===== src/rtl/dodr_regs.vh =====
// object indices, reset values and fault codes of the drive object dictionary
`ifndef DODR_REGS_VH
`define DODR_REGS_VH
// ----------------------------------------
// object indices and subindices
// ----------------------------------------
`define DODR_IDX_SERVO2 16'h2026
`define DODR_SUB_KP 8'h01
`define DODR_SUB_KI 8'h02
`define DODR_SUB_KV1 8'h03
`define DODR_SUB_KV2 8'h04
`define DODR_SUB_KVFF 8'h05
`define DODR_IDX_SPEED_REF 16'h2043
`define DODR_IDX_SPEED_FB 16'h2044
`define DODR_IDX_BUS_VOLT 16'h2048
`define DODR_IDX_IN_LEVELS 16'h2049
`define DODR_IDX_OUT_LEVELS 16'h204a
`define DODR_IDX_AV_AMP 16'h2060
`define DODR_IDX_AV_PHASE_A 16'h2061
`define DODR_IDX_AV_PHASE_B 16'h2062
`define DODR_IDX_FAULT_CODE 16'h603f
`define DODR_IDX_CTRL_WORD 16'h6040
// ----------------------------------------
// reset values
// ----------------------------------------
`define DODR_RST_KP 16'h07d0
`define DODR_RST_KI 16'h0064
`define DODR_RST_KV1 16'h00c8
`define DODR_RST_KV2 16'h001e
`define DODR_RST_KVFF 16'h0000
// ----------------------------------------
// ranges and masks
// ----------------------------------------
`define DODR_AV_AMP_MAX 16'h03e8
`define DODR_AV_PHASE_MAX 16'h0400
`define DODR_CTRL_MASK 16'h03ff
// ----------------------------------------
// control word bit positions
// ----------------------------------------
`define DODR_CW_SWITCH_ON 0
`define DODR_CW_EN_VOLT 1
`define DODR_CW_QSTOP_N 2
`define DODR_CW_EN_OP 3
`define DODR_CW_FAULT_RST 7
`define DODR_CW_HALT 8
// ----------------------------------------
// fault codes
// ----------------------------------------
`define DODR_FC_COMM 16'h7500
`define DODR_FC_PHASE_A 16'h3150
`define DODR_FC_PHASE_B 16'h3151
`define DODR_FC_TRACK 16'h8611
`define DODR_FC_OVERCUR 16'h2211
`define DODR_FC_OVERVOLT 16'h3110
`endif


===== src/rtl/dodr_top.v =====
// object-dictionary register bank of a two-phase stepper drive
// Contract
// - control word bit 0 is switch on, 1 enable voltage, 2 quick stop, 3 enable operation, 7 fault reset, 8 halt, 10-15 reserved.
// - with bit 7 clear, x110 is shutdown, 0111 is switch on or disable operation and 1111 is enable operation.
// - with bit 7 clear, bit 1 clear means disable voltage, and bit 1 set with bit 2 clear means quick stop.
// - fault codes are 0x7500 communication, 0x3150 phase a voltage and 0x3151 phase b voltage.
// - fault codes are 0x8611 tracking error, 0x2211 overcurrent and 0x3110 overvoltage.
// - the input level object shows the six inputs in bits 0 to 5, 1 meaning a signal.
// - the output level object shows the two outputs in bits 0 and 1, 0 meaning driven.
// - the bus voltage object counts in 10 mV steps.
// - the speed reference object is read-only commanded speed in rpm, -3000 to 3000.
// - speed feedback is measured speed on the closed-loop variant, commanded speed otherwise.
// - the five servo mode 2 gains act only in closed-loop servo mode 2 with vector control.
// - the anti-vibration harmonic has amplitude 0-1000 and phases a and b 0-1024.
`timescale 1ns/1ns
`include "dodr_regs.vh"
`default_nettype none

module dodr_top (
    // clock and reset
    input wire clk,
    input wire arst_n,
    // object access port
    input wire od_wr,
    input wire od_rd,
    input wire [15:0] od_index,
    input wire [7:0] od_subindex,
    input wire [15:0] od_wdata,
    output reg [15:0] od_rdata,
    output reg od_ack,
    output reg od_err,
    // variant and mode
    input wire closed_loop_variant,
    input wire servo2_vector_mode,
    // monitors from drive core
    input wire [15:0] speed_cmd_rpm,
    input wire [15:0] speed_meas_rpm,
    input wire [15:0] bus_voltage_10mv,
    input wire [15:0] antivib_phase_b_in,
    // pins
    input wire [5:0] digital_inputs,
    input wire [1:0] digital_outputs_driven,
    // fault causes
    input wire fault_comm,
    input wire fault_phase_a,
    input wire fault_phase_b,
    input wire fault_tracking,
    input wire fault_overcurrent,
    input wire fault_overvoltage,
    // decoded commands
    output reg cmd_shutdown,
    output reg cmd_switch_on,
    output reg cmd_enable_op,
    output reg cmd_disable_voltage,
    output reg cmd_quick_stop,
    output reg cmd_halt,
    output reg fault_reset_pulse,
    output reg fault_active,
    // gains to the loop, zero outside servo mode 2
    output reg [15:0] loop_kp,
    output reg [15:0] loop_ki,
    output reg [15:0] loop_kv1,
    output reg [15:0] loop_kv2,
    output reg [15:0] loop_kvff,
    // anti-vibration harmonic settings
    output reg [15:0] harmonic_amplitude,
    output reg [15:0] harmonic_phase_a,
    output reg [15:0] harmonic_phase_b
);

// ----------------------------------------
// storage
// ----------------------------------------
reg [15:0] servo2_position_prop_gain;
reg [15:0] servo2_integral_gain;
reg [15:0] servo2_speed_feedback_gain_one;
reg [15:0] servo2_speed_feedback_gain_two;
reg [15:0] servo2_speed_feedforward_gain;
reg [15:0] antivib_harmonic_amplitude;
reg [15:0] antivib_phase_winding_a;
reg [15:0] drive_control_word;
reg [15:0] fault_code;
// synchronised pin and fault images
wire [13:0] sync_raw;
wire [13:0] sync_q;
wire [5:0] in_sync;
wire [1:0] out_sync;
wire [5:0] flt_sync;
// read path and fault latch next values
reg [15:0] next_rdata;
reg next_err;
reg [15:0] next_fault_code;
wire servo2_hit;
wire gains_active;
wire cw_write;
wire fault_rst_edge;
// control word fields
wire decode_en;
wire cw_switch_on;
wire cw_en_volt;
wire cw_qstop_n;
wire cw_en_op;

// access decode
assign servo2_hit = (od_index == `DODR_IDX_SERVO2);
assign gains_active = closed_loop_variant & servo2_vector_mode;
assign cw_write = od_wr & (od_index == `DODR_IDX_CTRL_WORD);
// rising edge of fault reset bit, other bits ignored
assign fault_rst_edge = cw_write & od_wdata[`DODR_CW_FAULT_RST]
    & ~drive_control_word[`DODR_CW_FAULT_RST];

// ----------------------------------------
// pin and fault synchronisers
// ----------------------------------------
// raw inputs in one vector: inputs, output drive states, then fault causes
assign sync_raw = {fault_overvoltage, fault_overcurrent, fault_tracking, fault_phase_b, fault_phase_a,
    fault_comm, digital_outputs_driven, digital_inputs};

// two flops on every asynchronous bit; only the second one is read
genvar gi;
generate
    for (gi = 0; gi < 14; gi = gi + 1) begin : g_sync
        reg meta;
        reg held;
        always @(posedge clk or negedge arst_n) begin
            if (!arst_n) begin
                meta <= 1'b0;
                held <= 1'b0;
            end else begin
                meta <= sync_raw[gi];
                held <= meta;
            end
        end
        assign sync_q[gi] = held;
    end
endgenerate

// slices of the synchronised vector; output image inverted after the flops
assign in_sync = sync_q[5:0];
assign out_sync = ~sync_q[7:6];
assign flt_sync = sync_q[13:8];

// ----------------------------------------
// control word fields
// ----------------------------------------
// a set fault reset bit blocks every command decode except halt
assign decode_en = ~drive_control_word[`DODR_CW_FAULT_RST];
assign cw_switch_on = drive_control_word[`DODR_CW_SWITCH_ON];
assign cw_en_volt = drive_control_word[`DODR_CW_EN_VOLT];
assign cw_qstop_n = drive_control_word[`DODR_CW_QSTOP_N];
assign cw_en_op = drive_control_word[`DODR_CW_EN_OP];

// ----------------------------------------
// register writes
// ----------------------------------------
// writable objects; out-of-range harmonic amplitude and phase a writes are clamped, phase b writes are dropped
always @(posedge clk or negedge arst_n) begin
    if (!arst_n) begin
        servo2_position_prop_gain <= `DODR_RST_KP;
        servo2_integral_gain <= `DODR_RST_KI;
        servo2_speed_feedback_gain_one <= `DODR_RST_KV1;
        servo2_speed_feedback_gain_two <= `DODR_RST_KV2;
        servo2_speed_feedforward_gain <= `DODR_RST_KVFF;
        antivib_harmonic_amplitude <= 16'h0000;
        antivib_phase_winding_a <= 16'h0000;
        drive_control_word <= 16'h0000;
    end else if (od_wr) begin
        if (servo2_hit) begin
            case (od_subindex)
                `DODR_SUB_KP: servo2_position_prop_gain <= od_wdata;
                `DODR_SUB_KI: servo2_integral_gain <= od_wdata;
                `DODR_SUB_KV1: servo2_speed_feedback_gain_one <= od_wdata;
                `DODR_SUB_KV2: servo2_speed_feedback_gain_two <= od_wdata;
                `DODR_SUB_KVFF: servo2_speed_feedforward_gain <= od_wdata;
                default: ;
            endcase
        end
        if (od_index == `DODR_IDX_AV_AMP) begin
            antivib_harmonic_amplitude <= (od_wdata > `DODR_AV_AMP_MAX) ?
                `DODR_AV_AMP_MAX : od_wdata;
        end
        if (od_index == `DODR_IDX_AV_PHASE_A) begin
            antivib_phase_winding_a <= (od_wdata > `DODR_AV_PHASE_MAX) ?
                `DODR_AV_PHASE_MAX : od_wdata;
        end
        // fault code and read-only objects take no writes
        if (cw_write) begin
            drive_control_word <= od_wdata & `DODR_CTRL_MASK;
        end
    end
end

// ----------------------------------------
// fault code latch
// ----------------------------------------
// first active cause wins; a reset clears only when no cause persists
always @* begin
    next_fault_code = fault_code;
    if (fault_rst_edge && flt_sync == 6'h00) begin
        next_fault_code = 16'h0000;
    end
    // a latched code is never overwritten by a later cause
    if (next_fault_code == 16'h0000) begin
        if (flt_sync[0]) begin
            next_fault_code = `DODR_FC_COMM;
        end else if (flt_sync[1]) begin
            next_fault_code = `DODR_FC_PHASE_A;
        end else if (flt_sync[2]) begin
            next_fault_code = `DODR_FC_PHASE_B;
        end else if (flt_sync[3]) begin
            next_fault_code = `DODR_FC_TRACK;
        end else if (flt_sync[4]) begin
            next_fault_code = `DODR_FC_OVERCUR;
        end else if (flt_sync[5]) begin
            next_fault_code = `DODR_FC_OVERVOLT;
        end
    end
end

always @(posedge clk or negedge arst_n) begin
    if (!arst_n) begin
        fault_code <= 16'h0000;
        fault_reset_pulse <= 1'b0;
        fault_active <= 1'b0;
    end else begin
        fault_code <= next_fault_code;
        fault_reset_pulse <= fault_rst_edge;
        fault_active <= (next_fault_code != 16'h0000);
    end
end

// ----------------------------------------
// command decode
// ----------------------------------------
// decoded from the stored word; fault reset bit set blocks decode of every command except halt
always @(posedge clk or negedge arst_n) begin
    if (!arst_n) begin
        cmd_shutdown <= 1'b0;
        cmd_switch_on <= 1'b0;
        cmd_enable_op <= 1'b0;
        cmd_disable_voltage <= 1'b0;
        cmd_quick_stop <= 1'b0;
        cmd_halt <= 1'b0;
    end else begin
        cmd_disable_voltage <= decode_en & ~cw_en_volt;
        cmd_quick_stop <= decode_en & cw_en_volt & ~cw_qstop_n;
        cmd_shutdown <= decode_en & cw_qstop_n & cw_en_volt & ~cw_switch_on;
        cmd_switch_on <= decode_en & ~cw_en_op & cw_qstop_n & cw_en_volt & cw_switch_on;
        cmd_enable_op <= decode_en & cw_en_op & cw_qstop_n & cw_en_volt & cw_switch_on;
        // halt is decoded whatever bit 7 holds
        cmd_halt <= drive_control_word[`DODR_CW_HALT];
    end
end

// ----------------------------------------
// outputs to the loop and harmonic generator
// ----------------------------------------
// gains held at zero outside servo mode 2 so the loop never runs on stale values
always @(posedge clk or negedge arst_n) begin
    if (!arst_n) begin
        loop_kp <= 16'h0000;
        loop_ki <= 16'h0000;
        loop_kv1 <= 16'h0000;
        loop_kv2 <= 16'h0000;
        loop_kvff <= 16'h0000;
        harmonic_amplitude <= 16'h0000;
        harmonic_phase_a <= 16'h0000;
        harmonic_phase_b <= 16'h0000;
    end else begin
        loop_kp <= gains_active ? servo2_position_prop_gain : 16'h0000;
        loop_ki <= gains_active ? servo2_integral_gain : 16'h0000;
        loop_kv1 <= gains_active ? servo2_speed_feedback_gain_one : 16'h0000;
        loop_kv2 <= gains_active ? servo2_speed_feedback_gain_two : 16'h0000;
        loop_kvff <= gains_active ? servo2_speed_feedforward_gain : 16'h0000;
        harmonic_amplitude <= antivib_harmonic_amplitude;
        harmonic_phase_a <= antivib_phase_winding_a;
        // phase b follows the drive core, clamped like phase a
        harmonic_phase_b <= (antivib_phase_b_in > `DODR_AV_PHASE_MAX) ?
            `DODR_AV_PHASE_MAX : antivib_phase_b_in;
    end
end

// ----------------------------------------
// read mux
// ----------------------------------------
// unmapped index or servo subindex answers with an error
always @* begin
    next_rdata = 16'h0000;
    next_err = 1'b0;
    case (od_index)
        `DODR_IDX_SERVO2: begin
            case (od_subindex)
                `DODR_SUB_KP: next_rdata = servo2_position_prop_gain;
                `DODR_SUB_KI: next_rdata = servo2_integral_gain;
                `DODR_SUB_KV1: next_rdata = servo2_speed_feedback_gain_one;
                `DODR_SUB_KV2: next_rdata = servo2_speed_feedback_gain_two;
                `DODR_SUB_KVFF: next_rdata = servo2_speed_feedforward_gain;
                default: next_err = 1'b1;
            endcase
        end
        `DODR_IDX_SPEED_REF: next_rdata = speed_cmd_rpm;
        `DODR_IDX_SPEED_FB: next_rdata = closed_loop_variant ?
            speed_meas_rpm : speed_cmd_rpm;
        `DODR_IDX_BUS_VOLT: next_rdata = bus_voltage_10mv;
        `DODR_IDX_IN_LEVELS: next_rdata = {10'h000, in_sync};
        `DODR_IDX_OUT_LEVELS: next_rdata = {14'h0000, out_sync};
        `DODR_IDX_AV_AMP: next_rdata = antivib_harmonic_amplitude;
        `DODR_IDX_AV_PHASE_A: next_rdata = antivib_phase_winding_a;
        `DODR_IDX_AV_PHASE_B: next_rdata = harmonic_phase_b;
        `DODR_IDX_FAULT_CODE: next_rdata = fault_code;
        `DODR_IDX_CTRL_WORD: next_rdata = drive_control_word;
        default: next_err = 1'b1;
    endcase
end

// one-cycle answer to every read or write
always @(posedge clk or negedge arst_n) begin
    if (!arst_n) begin
        od_rdata <= 16'h0000;
        od_ack <= 1'b0;
        od_err <= 1'b0;
    end else begin
        od_ack <= od_wr | od_rd;
        od_err <= (od_wr | od_rd) & next_err;
        // read data stands until the next read
        if (od_rd) begin
            od_rdata <= next_rdata;
        end
    end
end

endmodule // dodr_top

`default_nettype wire


===== config.mk =====
export PLATFORM = sky130hd
export DESIGN_NAME = dodr_top
export DESIGN_NICKNAME = d
export VERILOG_FILES = /design/src/rtl/dodr_top.v
export VERILOG_INCLUDE_DIRS = /design/src /design/src/rtl
export SDC_FILE = /design/constraint.sdc
export NUM_CORES = 1
export LEC_CHECK = 0
export BUFFER_PORTS_ARGS = -buffer_cell sky130_fd_sc_hd__buf_2
export CORE_AREA = 2 2 248 177
export CTS_BUF_LIST = sky130_fd_sc_hd__clkbuf_16
export DETAILED_ROUTE_END_ITERATION = 8
export DIE_AREA = 0 0 250 179
export GPL_ROUTABILITY_DRIVEN = 0
export PLACE_DENSITY = 0.5
export SLEW_MARGIN = 20
export SYNTH_ARGS = -nofsm -noshare
export SYNTH_HDL_FRONTEND = slang
export SYNTH_SLANG_ARGS = --single-unit

===== constraint.sdc =====
create_clock -name clk -period 3 [get_ports clk]
set_input_delay 0.75 -clock clk [delete_from_list [all_inputs] [get_ports clk]]
set_output_delay 0.75 -clock clk [all_outputs]
set_load 0.01 [all_outputs]

==> summary.txt, run 1 <==
CTS
  – Number of setup buffers added after CTS: 0
  – H-tree level count: 2
  – Clock insertion delay at the later pin of the skew report: 520 ps
  – CTS Root Buffer Type: sky130_fd_sc_hd__clkbuf_16
  – Cts-stage hold buffer count: 0
  – Clock tree from TritonCTS: done
  – Num CTS Buffers: 36
  – Total of cells resized after clock tree synthesis: 0
  – Clock transition at the register clock pins on the worst setup and hold paths after CTS: 60 ps
  – CTS sink cnt: 320
  – Largest buffer count on any clock path: 3

Worst setup path
  – Arrival time at the worst endpoint: 2930 ps
  – Worst setup SP type: input port
  – Data required time at the worst endpoint: 3420 ps
  – Largest incremental delay on the critical path: 570 ps
  – Buf/Inv on CP: 3
  – Critical path, cell by cell: buf_2, or4_4, a2111oi_2, buf_4, nand3_1, buf_4, o22a_1, and3_1, a32oi_1
  – Critical Path Most Common Cell: sky130_fd_sc_hd__buf_4
  – Largest delay contributor family on the critical path: compound AO/OA/AOI/OAI gates
  – Maximum net fanout on the critical path: 11
  – Slowest cell on the critical path: sky130_fd_sc_hd__or4_4
  – Crit Path Class: input port to flop
  – Endpoint type of the worst setup path: flop

Placement
  – Count of port buffers added during placement: 277
  – Post-Place Worst Slack: -54.9 ps
  – DP HPWL: 34100 um

Route
  – Count of routing violations after the opening detailed-route iteration: 894
  – Count of nets left with antenna violations after detail routing: 0
  – Avg WL per Cell: 23.7 um
  – Ratio of routed vias to standard cells: 5.09
  – Post-route DRC: 0
  – First-pass detailed-route iteration total: 7
  – Count of vias placed by the detailed router: 10000
  – Detailed-route wire length: 46800 um

Finish
  – Synthesis-to-finish area growth: 26.3%
  – Fraction of layout cells with a size suffix above 1: 37.7%
  – Commonest non-fill, non-tap cells in the layout: 304 x sky130_fd_sc_hd__dfrtp_1, 276 x sky130_fd_sc_hd__buf_2, 85 x sky130_fd_sc_hd__and3_1, 85 x sky130_fd_sc_hd__mux2_2, 64 x sky130_fd_sc_hd__nand2_1
  – Most common cell after layout, fill and taps aside: sky130_fd_sc_hd__dfrtp_1
  – Net count of the finished layout: 1510

Floorplanning
  – Die span in y: 179 um
  – Die footprint: 44800 um2
  – Initial standard-cell utilization of the core: 31.3%
  – Area of the core region: 42800 um2
  – Width of the die: 250 um
  – Total number of placement rows: 64
  – Count of pins on the block boundary: 278

STA
  – Final hold vios: 0
  – Final number of setup-violating endpoints: 0
  – Setup ws final: 495 ps
  – Post-Route Skew: 15.9 ps
  – Slew of the pin with the lowest slew margin: 770 ps
  – Max-slew headroom at the worst pin: 48.2%
  – Final Max Slew Viols: 0
  – Final period utilization: 83.5%
  – Timing-limited maximum frequency: 399 MHz
  – Setup repair after global routing missed its margin: no
  – Min Clock Period, post-route: 2500 ps

Pwr
  – Internal power: 7.02 mW
  – Net switching power: 2.19 mW
  – Overall Power: 9.21 mW
  – Leakage power: 8.77 nW
  – Clock power share: 46.6%
  – Net switching share of the total power: 23.8%
  – Power per standard cell area: 545 nW/um2
  – Power share of the sequential group: 47.3%
  – Relative contribution of combinational cells to total power: 6.0%
  – VDD IR max: 0.000292 V

GRT
  – First-pass GRT wire length: 68200 um
  – Met1 layer usage reported by global route: 33.0%
  – Pin count of the biggest net entering global routing: 91
  – Global Route met2 Usage: 28.8%
  – Vias in the first global route: 9996
  – Total congestion overflow: 0
  – Global-route usage over all layers: 20.7%
  – Busiest layer in global routing: met1
  – Met3 GRT Util: 3.67%
  – Number of antenna violations at the first check in global routing: 1

Synthesis
  – Register bit total from synthesis: 320
  – Top flip-flop cell by instance count after synthesis: sky130_fd_sc_hd__dfrtp_1
  – Number of distinct library cells after synthesis: 72
  – Number of enable flip-flop cells after synthesis: 0
  – Async SR Flop Fraction: 100%
  – Total number of yosys warnings: 0
  – Post-Syn Area: 13400 um2
  – Average cell area after synthesis: 12.4 um2
  – Number of instances in the synthesized netlist: 1080
  – Part of the Yosys area used for sequential elements: 60.0%

Run status
  – Outcome: complete, no violations

Flow run
  – Max-Cap Viols: 0

Worst hold path
  – HP Class: input port to asynchronous set/reset pin
power by group through the flow:
stage | combinational, mW | clock, mW | sequential, mW
final | 0.557 | 4.29 | 4.36
after global routing | 0.604 | 4.60 | 4.36
after CTS | 0.561 | 4.39 | 4.36
after detailed placement | 0.560 | 0 | 4.44
after global placement | 0.558 | 0 | 4.44
after floorplan | 0.200 | 0 | 4.44
state kept, by name (all words and copies together), names as in the netlist, 14 cells and up:
name,flops
antivib_phase_winding_a,16
servo2_speed_feedback_gain_two,16
loop_kp,16
harmonic_amplitude,16
servo2_speed_feedback_gain_one,16
g_sync.meta,14
loop_kvff,16
loop_kv2,16
antivib_harmonic_amplitude,16
fault_code,16
servo2_speed_feedforward_gain,16
servo2_position_prop_gain,16
harmonic_phase_a,16
loop_ki,16
servo2_integral_gain,16
od_rdata,16
loop_kv1,16
harmonic_phase_b,16
g_sync.held,14
routing by layer:
layer  routed length, um  part of all wire (%)  vias up
li1                    -                     -     4519
met1               23800                    51     5092
met2               19600                    42      363
met3                2540                   5.4       54
met4                 871                   1.9        0
met5                   0                     0        -
per-stage QoR:
step / hold slack (ps) / cell area, um2 / utilization, % / setup TNS, ps / std cells
2_1_floorplan: 331 / 13400 / - / 0 / 1084
3_3_place_gp: 334 / 15800 / 36.9 / -108 / 1909
3_5_place_dp: 336 / 15800 / 36.9 / -125 / 1909
4_1_cts: 113 / 16900 / 39.5 / 0 / 1971
5_1_grt: 122 / 16900 / 39.5 / 0 / 1971
6_report: 129 / 16900 / 39.5 / 0 / 1972
Yosys cell counts (4+ instances only):
cell type	number	share of area, %
sky130_fd_sc_hd__mux2_4	20	2.2
sky130_fd_sc_hd__nand3b_4	4	0.60
sky130_fd_sc_hd__clkbuf_1	54	1.5
sky130_fd_sc_hd__nand4_1	7	0.33
sky130_fd_sc_hd__dfstp_2	16	3.1
sky130_fd_sc_hd__nor3b_1	5	0.28
sky130_fd_sc_hd__nor4_1	10	0.47
sky130_fd_sc_hd__a222oi_1	4	0.30
sky130_fd_sc_hd__a21oi_1	36	1.3
sky130_fd_sc_hd__o21ai_0	35	1.3
sky130_fd_sc_hd__and2_1	27	1.3
sky130_fd_sc_hd__and3_1	85	4.0
sky130_fd_sc_hd__nand3_1	10	0.37
sky130_fd_sc_hd__mux2_2	85	7.2
sky130_fd_sc_hd__inv_1	17	0.48
sky130_fd_sc_hd__o22ai_1	9	0.42
sky130_fd_sc_hd__nand2_1	64	1.8
sky130_fd_sc_hd__a221o_1	13	0.97
sky130_fd_sc_hd__nor3_1	18	0.67
sky130_fd_sc_hd__mux2i_1	45	3.4
sky130_fd_sc_hd__nor2b_1	8	0.37
sky130_fd_sc_hd__a31oi_1	5	0.23
sky130_fd_sc_hd__a22oi_1	18	1.0
sky130_fd_sc_hd__a22o_1	12	0.79
sky130_fd_sc_hd__nor2_1	60	1.7
sky130_fd_sc_hd__a211oi_1	13	0.73
sky130_fd_sc_hd__nand3b_1	9	0.50
sky130_fd_sc_hd__a32oi_1	6	0.39
sky130_fd_sc_hd__dfrtp_1	304	57
sky130_fd_sc_hd__buf_2	16	0.60
cell families after synthesis:
kind of cell,count (synthesis),share of synthesized area (%)
xor gates and xnor gates,1,0.0655
other,1,0.0280
muxes,152,12.9
buffers and inverters,93,2.87
and+or+nand+nor,340,15.1
DFF,320,60.0
AOI/OAI and AO/OA,173,8.99
final cells by class:
| type | count | area (um2) |
|---|---|---|
| Clock inverter | 25 | 199 |
| Antenna cell | 1 | 2.50 |
| Tap cell | 561 | 702 |
| Inverter | 18 | 67.6 |
| Clock buffer | 37 | 926 |
| Sequential cell | 320 | 8030 |
| Multi-Input combinational cell | 671 | 4980 |
| Timing Repair Buffer | 339 | 1990 |
| Fill cell | 4166 | 25900 |
final timing paths:
check                                   to  cells after the start  slack [ps]            start
max                            od_rdata[5]                      9         500   od_subindex[5]
min                            loop_kv1[8]                      1         130           arst_n
max reg2reg                   fault_active                      6         700   g_sync[8].held
min reg2reg                g_sync[13].held                      0         340  g_sync[13].meta
max in group asynchronous      od_rdata[0]                      2        2050           arst_n
min in group clk            g_sync[9].meta                      1         330    fault_phase_a
No activity file was read; power rests on OpenSTA's default activity.
==> run 2: changes to the inputs <==
--- a/config.mk
+++ b/config.mk
@@ -6,11 +6,12 @@
 export SDC_FILE = /design/constraint.sdc
 export NUM_CORES = 1
 export LEC_CHECK = 0
+export ABC_AREA = 1
 export BUFFER_PORTS_ARGS = -buffer_cell sky130_fd_sc_hd__buf_2
-export CORE_AREA = 2 2 248 177
+export CORE_AREA = 2 2 244 174
 export CTS_BUF_LIST = sky130_fd_sc_hd__clkbuf_16
 export DETAILED_ROUTE_END_ITERATION = 8
-export DIE_AREA = 0 0 250 179
+export DIE_AREA = 0 0 246 176
 export GPL_ROUTABILITY_DRIVEN = 0
 export PLACE_DENSITY = 0.5
 export SLEW_MARGIN = 20
==> constraint.sdc (replaced) <==
create_clock -name clk -period 2.53 [get_ports clk]
set_input_delay 0.6325 -clock clk [delete_from_list [all_inputs] [get_ports clk]]
set_output_delay 0.6325 -clock clk [all_outputs]
set_load 0.01 [all_outputs]
==> run 2 against run 1 <==
  * Critical path depth increased by 4
  * Critical endpoint is now fault_active
  * Synthesized cell count increased by 29%
  * Largest cell class unchanged
  * Utilization increased by 2.2 points
  * Via count increased by 12%
  * Highest routed layer unchanged
  * Routed wire length increased by 3.7%
  * Clock skew increased by 14 ps
  * Final cell count increased by 19%
  * Worst setup slack got worse by 210 ps
==> summary.txt, run 2 <==
GRT
  – Number of antenna violations at the first check in global routing: 6
  – Vias in the first global route: 11000
  – Pin count of the biggest net entering global routing: 81
  – Global-route usage over all layers: 22.2%
  – Total congestion overflow: 0
  – First-pass GRT wire length: 70400 um

Synthesis
  – Cell with the most instances after synthesis: sky130_fd_sc_hd__nand2_1
  – Post-Syn Area: 13000 um2
  – Area leader, netlist: sky130_fd_sc_hd__dfrtp_1
  – Most instantiated cells after synthesis: 307 x sky130_fd_sc_hd__nand2_1, 304 x sky130_fd_sc_hd__dfrtp_1, 197 x sky130_fd_sc_hd__inv_1, 138 x sky130_fd_sc_hd__nor2_1, 121 x sky130_fd_sc_hd__o21ai_0
  – Number of distinct library cells after synthesis: 50
  – Main area contributors after synthesis: sky130_fd_sc_hd__dfrtp_1 59%, sky130_fd_sc_hd__nand2_1 8.9%, sky130_fd_sc_hd__inv_1 5.7%, sky130_fd_sc_hd__o21ai_0 4.7%, sky130_fd_sc_hd__nor2_1 4.0%
  – Number of instances in the synthesized netlist: 1389
  – Top flip-flop cell by instance count after synthesis: sky130_fd_sc_hd__dfrtp_1
  – Register bit total from synthesis: 320
  – Async SR Flop Fraction: 100%
  – Part of the Yosys area used for sequential elements: 61.9%
  – Area share of the leading cell type in the synthesized netlist: 58.7%
  – Total number of yosys warnings: 0
  – Number of enable flip-flop cells after synthesis: 0
  – Average cell area after synthesis: 9.33 um2

Worst setup path
  – Buf/Inv on CP: 1
  – Slowest cell on the critical path: sky130_fd_sc_hd__dfrtp_1
  – Critical path, cell by cell: nor2_2, nand2_1, nor3_4, nand4_4, buf_4, nand3_1, a21oi_1, nand3_1, nand2_1, nor2_1, nand2_1, nor2_1, nand2_1
  – Endpoint type of the worst setup path: flop
  – Data required time at the worst endpoint: 2940 ps
  – Largest delay contributor family on the critical path: simple AND/OR/NAND/NOR gates
  – Crit Path Class: flop to flop
  – Largest incremental delay on the critical path: 410 ps
  – Critical Path Most Common Cell: sky130_fd_sc_hd__nand2_1
  – Arrival time at the worst endpoint: 2660 ps
  – Maximum net fanout on the critical path: 11
  – Worst setup SP type: flop

STA
  – Timing-limited maximum frequency: 445 MHz
  – Setup ws final: 283 ps
  – Min Clock Period, post-route: 2250 ps
  – Post-Route Skew: 30.0 ps
  – Final period utilization: 88.8%
  – Setup repair after global routing missed its margin: no
  – Final number of setup-violating endpoints: 0
  – Max-slew headroom at the worst pin: 37.6%
  – Slew of the pin with the lowest slew margin: 936 ps
  – Final hold vios: 0
  – Final Max Slew Viols: 0

CTS
  – Num CTS Buffers: 36
  – Largest buffer count on any clock path: 3
  – CTS sink cnt: 320
  – H-tree level count: 2
  – Clock tree from TritonCTS: done
  – Cts-stage hold buffer count: 0
  – Number of setup buffers added after CTS: 0
  – CTS Root Buffer Type: sky130_fd_sc_hd__clkbuf_16
  – Clock insertion delay at the later pin of the skew report: 530 ps
  – Clock transition at the register clock pins on the worst setup and hold paths after CTS: 60 ps

Placement
  – Number of cells in the design after placement: 2273
  – Post-Place Worst Slack: -95.4 ps
  – DP HPWL: 37900 um
  – Count of port buffers added during placement: 277

Floorplanning
  – Count of pins on the block boundary: 278
  – Die footprint: 43300 um2
  – Area of the core region: 40700 um2
  – Die span in y: 176 um
  – Initial standard-cell utilization of the core: 31.8%
  – Width of the die: 246 um
  – Total number of placement rows: 62

Route
  – Ratio of routed vias to standard cells: 4.79
  – Detailed-route wire length: 48500 um
  – First-pass detailed-route iteration total: 5
  – Post-route DRC: 0
  – Count of vias placed by the detailed router: 11200
  – Routed wire length on met2: 19400 um
  – Detailed route wirelength on metal3: 4150 um
  – Avg WL per Cell: 20.7 um
  – Top layer used by detailed routing: met4
  – Count of routing violations after the opening detailed-route iteration: 976
  – Routed length on met1: 23200 um
  – Count of nets left with antenna violations after detail routing: 0

Finish
  – Commonest non-fill, non-tap cells in the layout: 306 x sky130_fd_sc_hd__nand2_1, 304 x sky130_fd_sc_hd__dfrtp_1, 276 x sky130_fd_sc_hd__buf_2, 209 x sky130_fd_sc_hd__inv_1, 137 x sky130_fd_sc_hd__nor2_1
  – Number of cells in the finished layout apart from fillers: 2345
  – Fraction of layout cells with a size suffix above 1: 27.0%
  – Synthesis-to-finish area growth: 31.0%
  – Most common cell after layout, fill and taps aside: sky130_fd_sc_hd__nand2_1
  – Net count of the finished layout: 1891
  – Multi-input logic area: 3990 um2
  – Number of inserted filler cells in the final layout: 4103
  – FF+latch area: 8030 um2

Worst hold path
  – HP Class: input port to asynchronous set/reset pin

Pwr
  – Power per standard cell area: 630 nW/um2
  – Overall Power: 10.7 mW
  – VDD IR max: 0.000390 V
  – Leakage power: 8.72 nW

Run status
  – Outcome: complete, no violations

Flow run
  – Max-Cap Viols: 0
[run 2: final cells by class]
cell class,count,area share [%]
inverter,201,4.44
tap,544,4.01
timing repair buffer,386,14.0
clock inverter,27,1.05
antenna,7,0.103
sequential,320,47.3
multi-input combinational,822,23.5
clock buffer,38,5.60
[run 2: routing by layer]
layer	up-vias	track usage, %
li1	5243	-
met1	5465	33.3
met2	433	29.9
met3	80	6.70
met4	0	8.01
met5	-	0
[run 2: repair_timing]
action | in CTS | in global routing
endpoints found under the setup margin | 0 | 1
endpoints found under the hold margin | 0 | 0
gates resized for setup | 0 | 1
[run 2: cells by family after synthesis]
kind of cell / after synthesis / synth area share (%)
compound gates: 249 / 11.5
mux: 2 / 0.154
flops: 320 / 61.9
buf+inv: 251 / 7.42
simple gates: 566 / 18.9
other cells: 1 / 0.0289
[run 2: worst paths after layout]
check	from	endpoint	slack [ps]	cells past startpoint
setup / recovery	g_sync[9].held	fault_active	280	13
hold / removal	arst_n	loop_ki[3]	50	1
setup reg to reg	g_sync[9].held	fault_active	280	13
hold reg to reg	g_sync[10].meta	g_sync[10].held	350	0
max in group asynchronous	arst_n	harmonic_amplitude[15]	1730	2
min in group clk	digital_outputs_driven[0]	g_sync[6].meta	210	1
[run 2: report_power, final]
part / leakage, nW / switching (mW) / total, mW / internal (mW)
sequential: 4.21 / 0.0213 / 5.17 / 5.15
combinational: 3.91 / 0.354 / 0.508 / 0.154
clock: 0.595 / 2.10 / 5.01 / 2.92
total: 8.72 / 2.47 / 10.7 / 8.22
[run 2: stage by stage]
stage | hold WS [ps] | utilization, % | setup TNS [ps] | area [um2]
3_3_place_gp | 337 | 38.9 | -311 | 15800
6_report | 46.9 | 41.7 | 0 | 17000
4_1_cts | 75.9 | 41.6 | 0 | 17000
3_5_place_dp | 335 | 38.9 | -352 | 15800
2_1_floorplan | 331 | - | 0 | 13000
5_1_grt | 76.2 | 41.6 | 0 | 17000
==> run 3: changes to the inputs <==
==> constraint.sdc (replaced) <==
create_clock -name clk -period 2.53 [get_ports clk]
set_input_delay 0.506 -clock clk [delete_from_list [all_inputs] [get_ports clk]]
set_output_delay 0.506 -clock clk [all_outputs]
set_load 0.01 [all_outputs]
==> run 3 against run 2 <==
  * Global-route usage barely moved
  * Fmax fell by 1.1%
  * Final area fell by 1.0%
  * Clock power rose by 3%
  * Hold slack improved by 32 ps
  * Non-clock buffer count fell by 26
  * Clock skew fell by 9.4 ps
  * Sequential share of layout area rose by 0.50 points
  * Critical path type unchanged
  * Highest routed layer is now met5
==> summary.txt, run 3 (synthesis gave the netlist of run 2 again) <==
Placement
  – DP HPWL: 37100 um
  – Number of cells in the design after placement: 2245
  – Count of port buffers added during placement: 277

STA
  – Total Neg Setup Slack: 0 ps
  – Slew of the pin with the lowest slew margin: 926 ps
  – Timing-limited maximum frequency: 440 MHz
  – Final period utilization: 89.8%
  – Min Clock Period, post-route: 2270 ps
  – Post-Route Skew: 20.6 ps
  – Final number of setup-violating endpoints: 0
  – Final hold vios: 0
  – Max-slew headroom at the worst pin: 38.3%
  – Final Max Slew Viols: 0
  – Setup repair after global routing missed its margin: no

CTS
  – Clock transition at the register clock pins on the worst setup and hold paths after CTS: 60 ps
  – Num CTS Buffers: 36
  – Largest buffer count on any clock path: 3
  – CTS Root Buffer Type: sky130_fd_sc_hd__clkbuf_16
  – CTS sink cnt: 320
  – Clock insertion delay at the later pin of the skew report: 540 ps
  – H-tree level count: 2
  – Clock tree from TritonCTS: done

Worst setup path
  – Critical Path Most Common Cell: sky130_fd_sc_hd__nand2_1
  – Depth of the worst register-to-register path: 13
  – Data required time at the worst endpoint: 3000 ps
  – Reg-to-reg setup timing slack: 260 ps
  – Maximum net fanout on the critical path: 6
  – Endpoint type of the worst setup path: flop
  – Source of the worst register-to-register timing path: g_sync[11].held
  – Capture instance of the worst register-to-register path: fault_active
  – Crit Path Class: flop to flop
  – Arrival time at the worst endpoint: 2740 ps
  – Largest incremental delay on the critical path: 400 ps
  – Critical path, cell by cell: or2_2, nor3_4, nand4_2, o21ai_1, nand2_1, nor2_4, buf_4, nand3_2, nand2_1, nor2_1, nand2_1, nor2_1, nand2_1
  – Slowest cell on the critical path: sky130_fd_sc_hd__dfrtp_1
  – Worst setup SP type: flop

Floorplanning
  – Initial standard-cell utilization of the core: 31.8%
  – Die span in y: 176 um
  – Width of the die: 246 um
  – Area of the core region: 40700 um2
  – Count of pins on the block boundary: 278
  – Die footprint: 43300 um2
  – Total number of placement rows: 62

Route
  – Count of nets left with antenna violations after detail routing: 0
  – Avg WL per Cell: 20.9 um
  – Ratio of routed vias to standard cells: 4.77
  – Post-route DRC: 0
  – Count of vias placed by the detailed router: 11100
  – Detailed-route wire length: 48300 um
  – Count of routing violations after the opening detailed-route iteration: 951
  – First-pass detailed-route iteration total: 5

Finish
  – Commonest non-fill, non-tap cells in the layout: 306 x sky130_fd_sc_hd__nand2_1, 304 x sky130_fd_sc_hd__dfrtp_1, 276 x sky130_fd_sc_hd__buf_2, 208 x sky130_fd_sc_hd__inv_1, 137 x sky130_fd_sc_hd__nor2_1
  – Final Util: 41.3%
  – Fraction of layout cells with a size suffix above 1: 26.3%
  – Most common cell after layout, fill and taps aside: sky130_fd_sc_hd__nand2_1
  – Net count of the finished layout: 1866
  – Number of inserted filler cells in the final layout: 4093
  – Synthesis-to-finish area growth: 29.6%
  – Number of cells in the finished layout apart from fillers: 2318

Flow run
  – Max-Cap Viols: 0

Pwr
  – Power per standard cell area: 643 nW/um2
  – VDD IR max: 0.000407 V
  – Leakage power: 8.61 nW

Run status
  – Outcome: complete, no violations

GRT
  – Global-route usage over all layers: 22.2%
  – Number of antenna violations at the first check in global routing: 8
  – Total congestion overflow: 0
  – First-pass GRT wire length: 70000 um
  – Pin count of the biggest net entering global routing: 69
  – Vias in the first global route: 10800

Worst hold path
  – Min-Delay Path Depth: 1
  – HP Class: input port to flop
  – Endpoint with the worst hold slack: g_sync[13].meta
  – Startpoint of the most critical hold path: fault_overvoltage
-- run 3: worst max-delay path by stage --
stage | startpoint | end | slack (ps) | depth (start not counted)
2_1_floorplan | od_index[6] | fault_active | 460 | 15
3_3_place_gp | od_index[7] | od_rdata[12] | -10 | 12
3_5_place_dp | od_index[7] | od_rdata[12] | -50 | 12
4_1_cts | g_sync[9].held | fault_active | 210 | 14
5_1_grt | g_sync[11].held | fault_active | 0.9 | 13
6_report | g_sync[11].held | fault_active | 260 | 13
-- run 3: metal layers --
layer / GRT usage (%) / part of all wire [%] / up-vias / wire [um]
met5: 0 / 0.027 / - / 13
met4: 7.15 / 3.1 / 2 / 1490
met3: 6.14 / 9.0 / 76 / 4350
met2: 29.9 / 40 / 458 / 19300
met1: 34.0 / 48 / 5322 / 23200
li1: - / - / 5192 / -
-- run 3: power breakdown --
group          leakage [nW]  switching [mW]  internal [mW]  total [mW]
Clock                 0.608            2.17           2.98        5.15
Sequential             4.21          0.0204           5.15        5.17
Combinational          3.79           0.347          0.144       0.491
-- run 3: metrics by stage --
step	total power [mW]	hold slack, ps	setup WS, ps	cell area (um2)
2_1_floorplan	5.38	210	456	13000
3_3_place_gp	5.75	335	-11.3	15600
3_5_place_dp	5.76	336	-51.9	15600
4_1_cts	10.9	62.8	210	16800
5_1_grt	11.2	58.7	0.909	16800
6_report	10.8	79.1	258	16800
-- run 3: repair_timing --
| action | in CTS | in global routing |
|---|---|---|
| resized for setup | 0 | 2 |
| buffers inserted | 0 | 1 |
| hold endpoints to repair | 53 | 0 |
| hold buffers | 1 | 0 |
| setup endpoints to repair | 0 | 2 |
-- run 3: cell type report --
class	count	area [um2]	share of cell area (%)
tap	544	681	4.05
clock buffer	37	926	5.51
timing repair buffer	360	2170	12.9
clock inverter	27	219	1.30
sequential	320	8030	47.8
multi-input combinational	823	4010	23.8
antenna	6	15.0	0.0894
inverter	201	754	4.49
-- run 3: worst max-delay path, delay by kind of cell (launching register included) --
family	cells	cell delay (ps)
buffers and inverters	1	150
AOI/OAI and AO/OA	1	130
and+or+nand+nor	11	1520
DFF	1	400
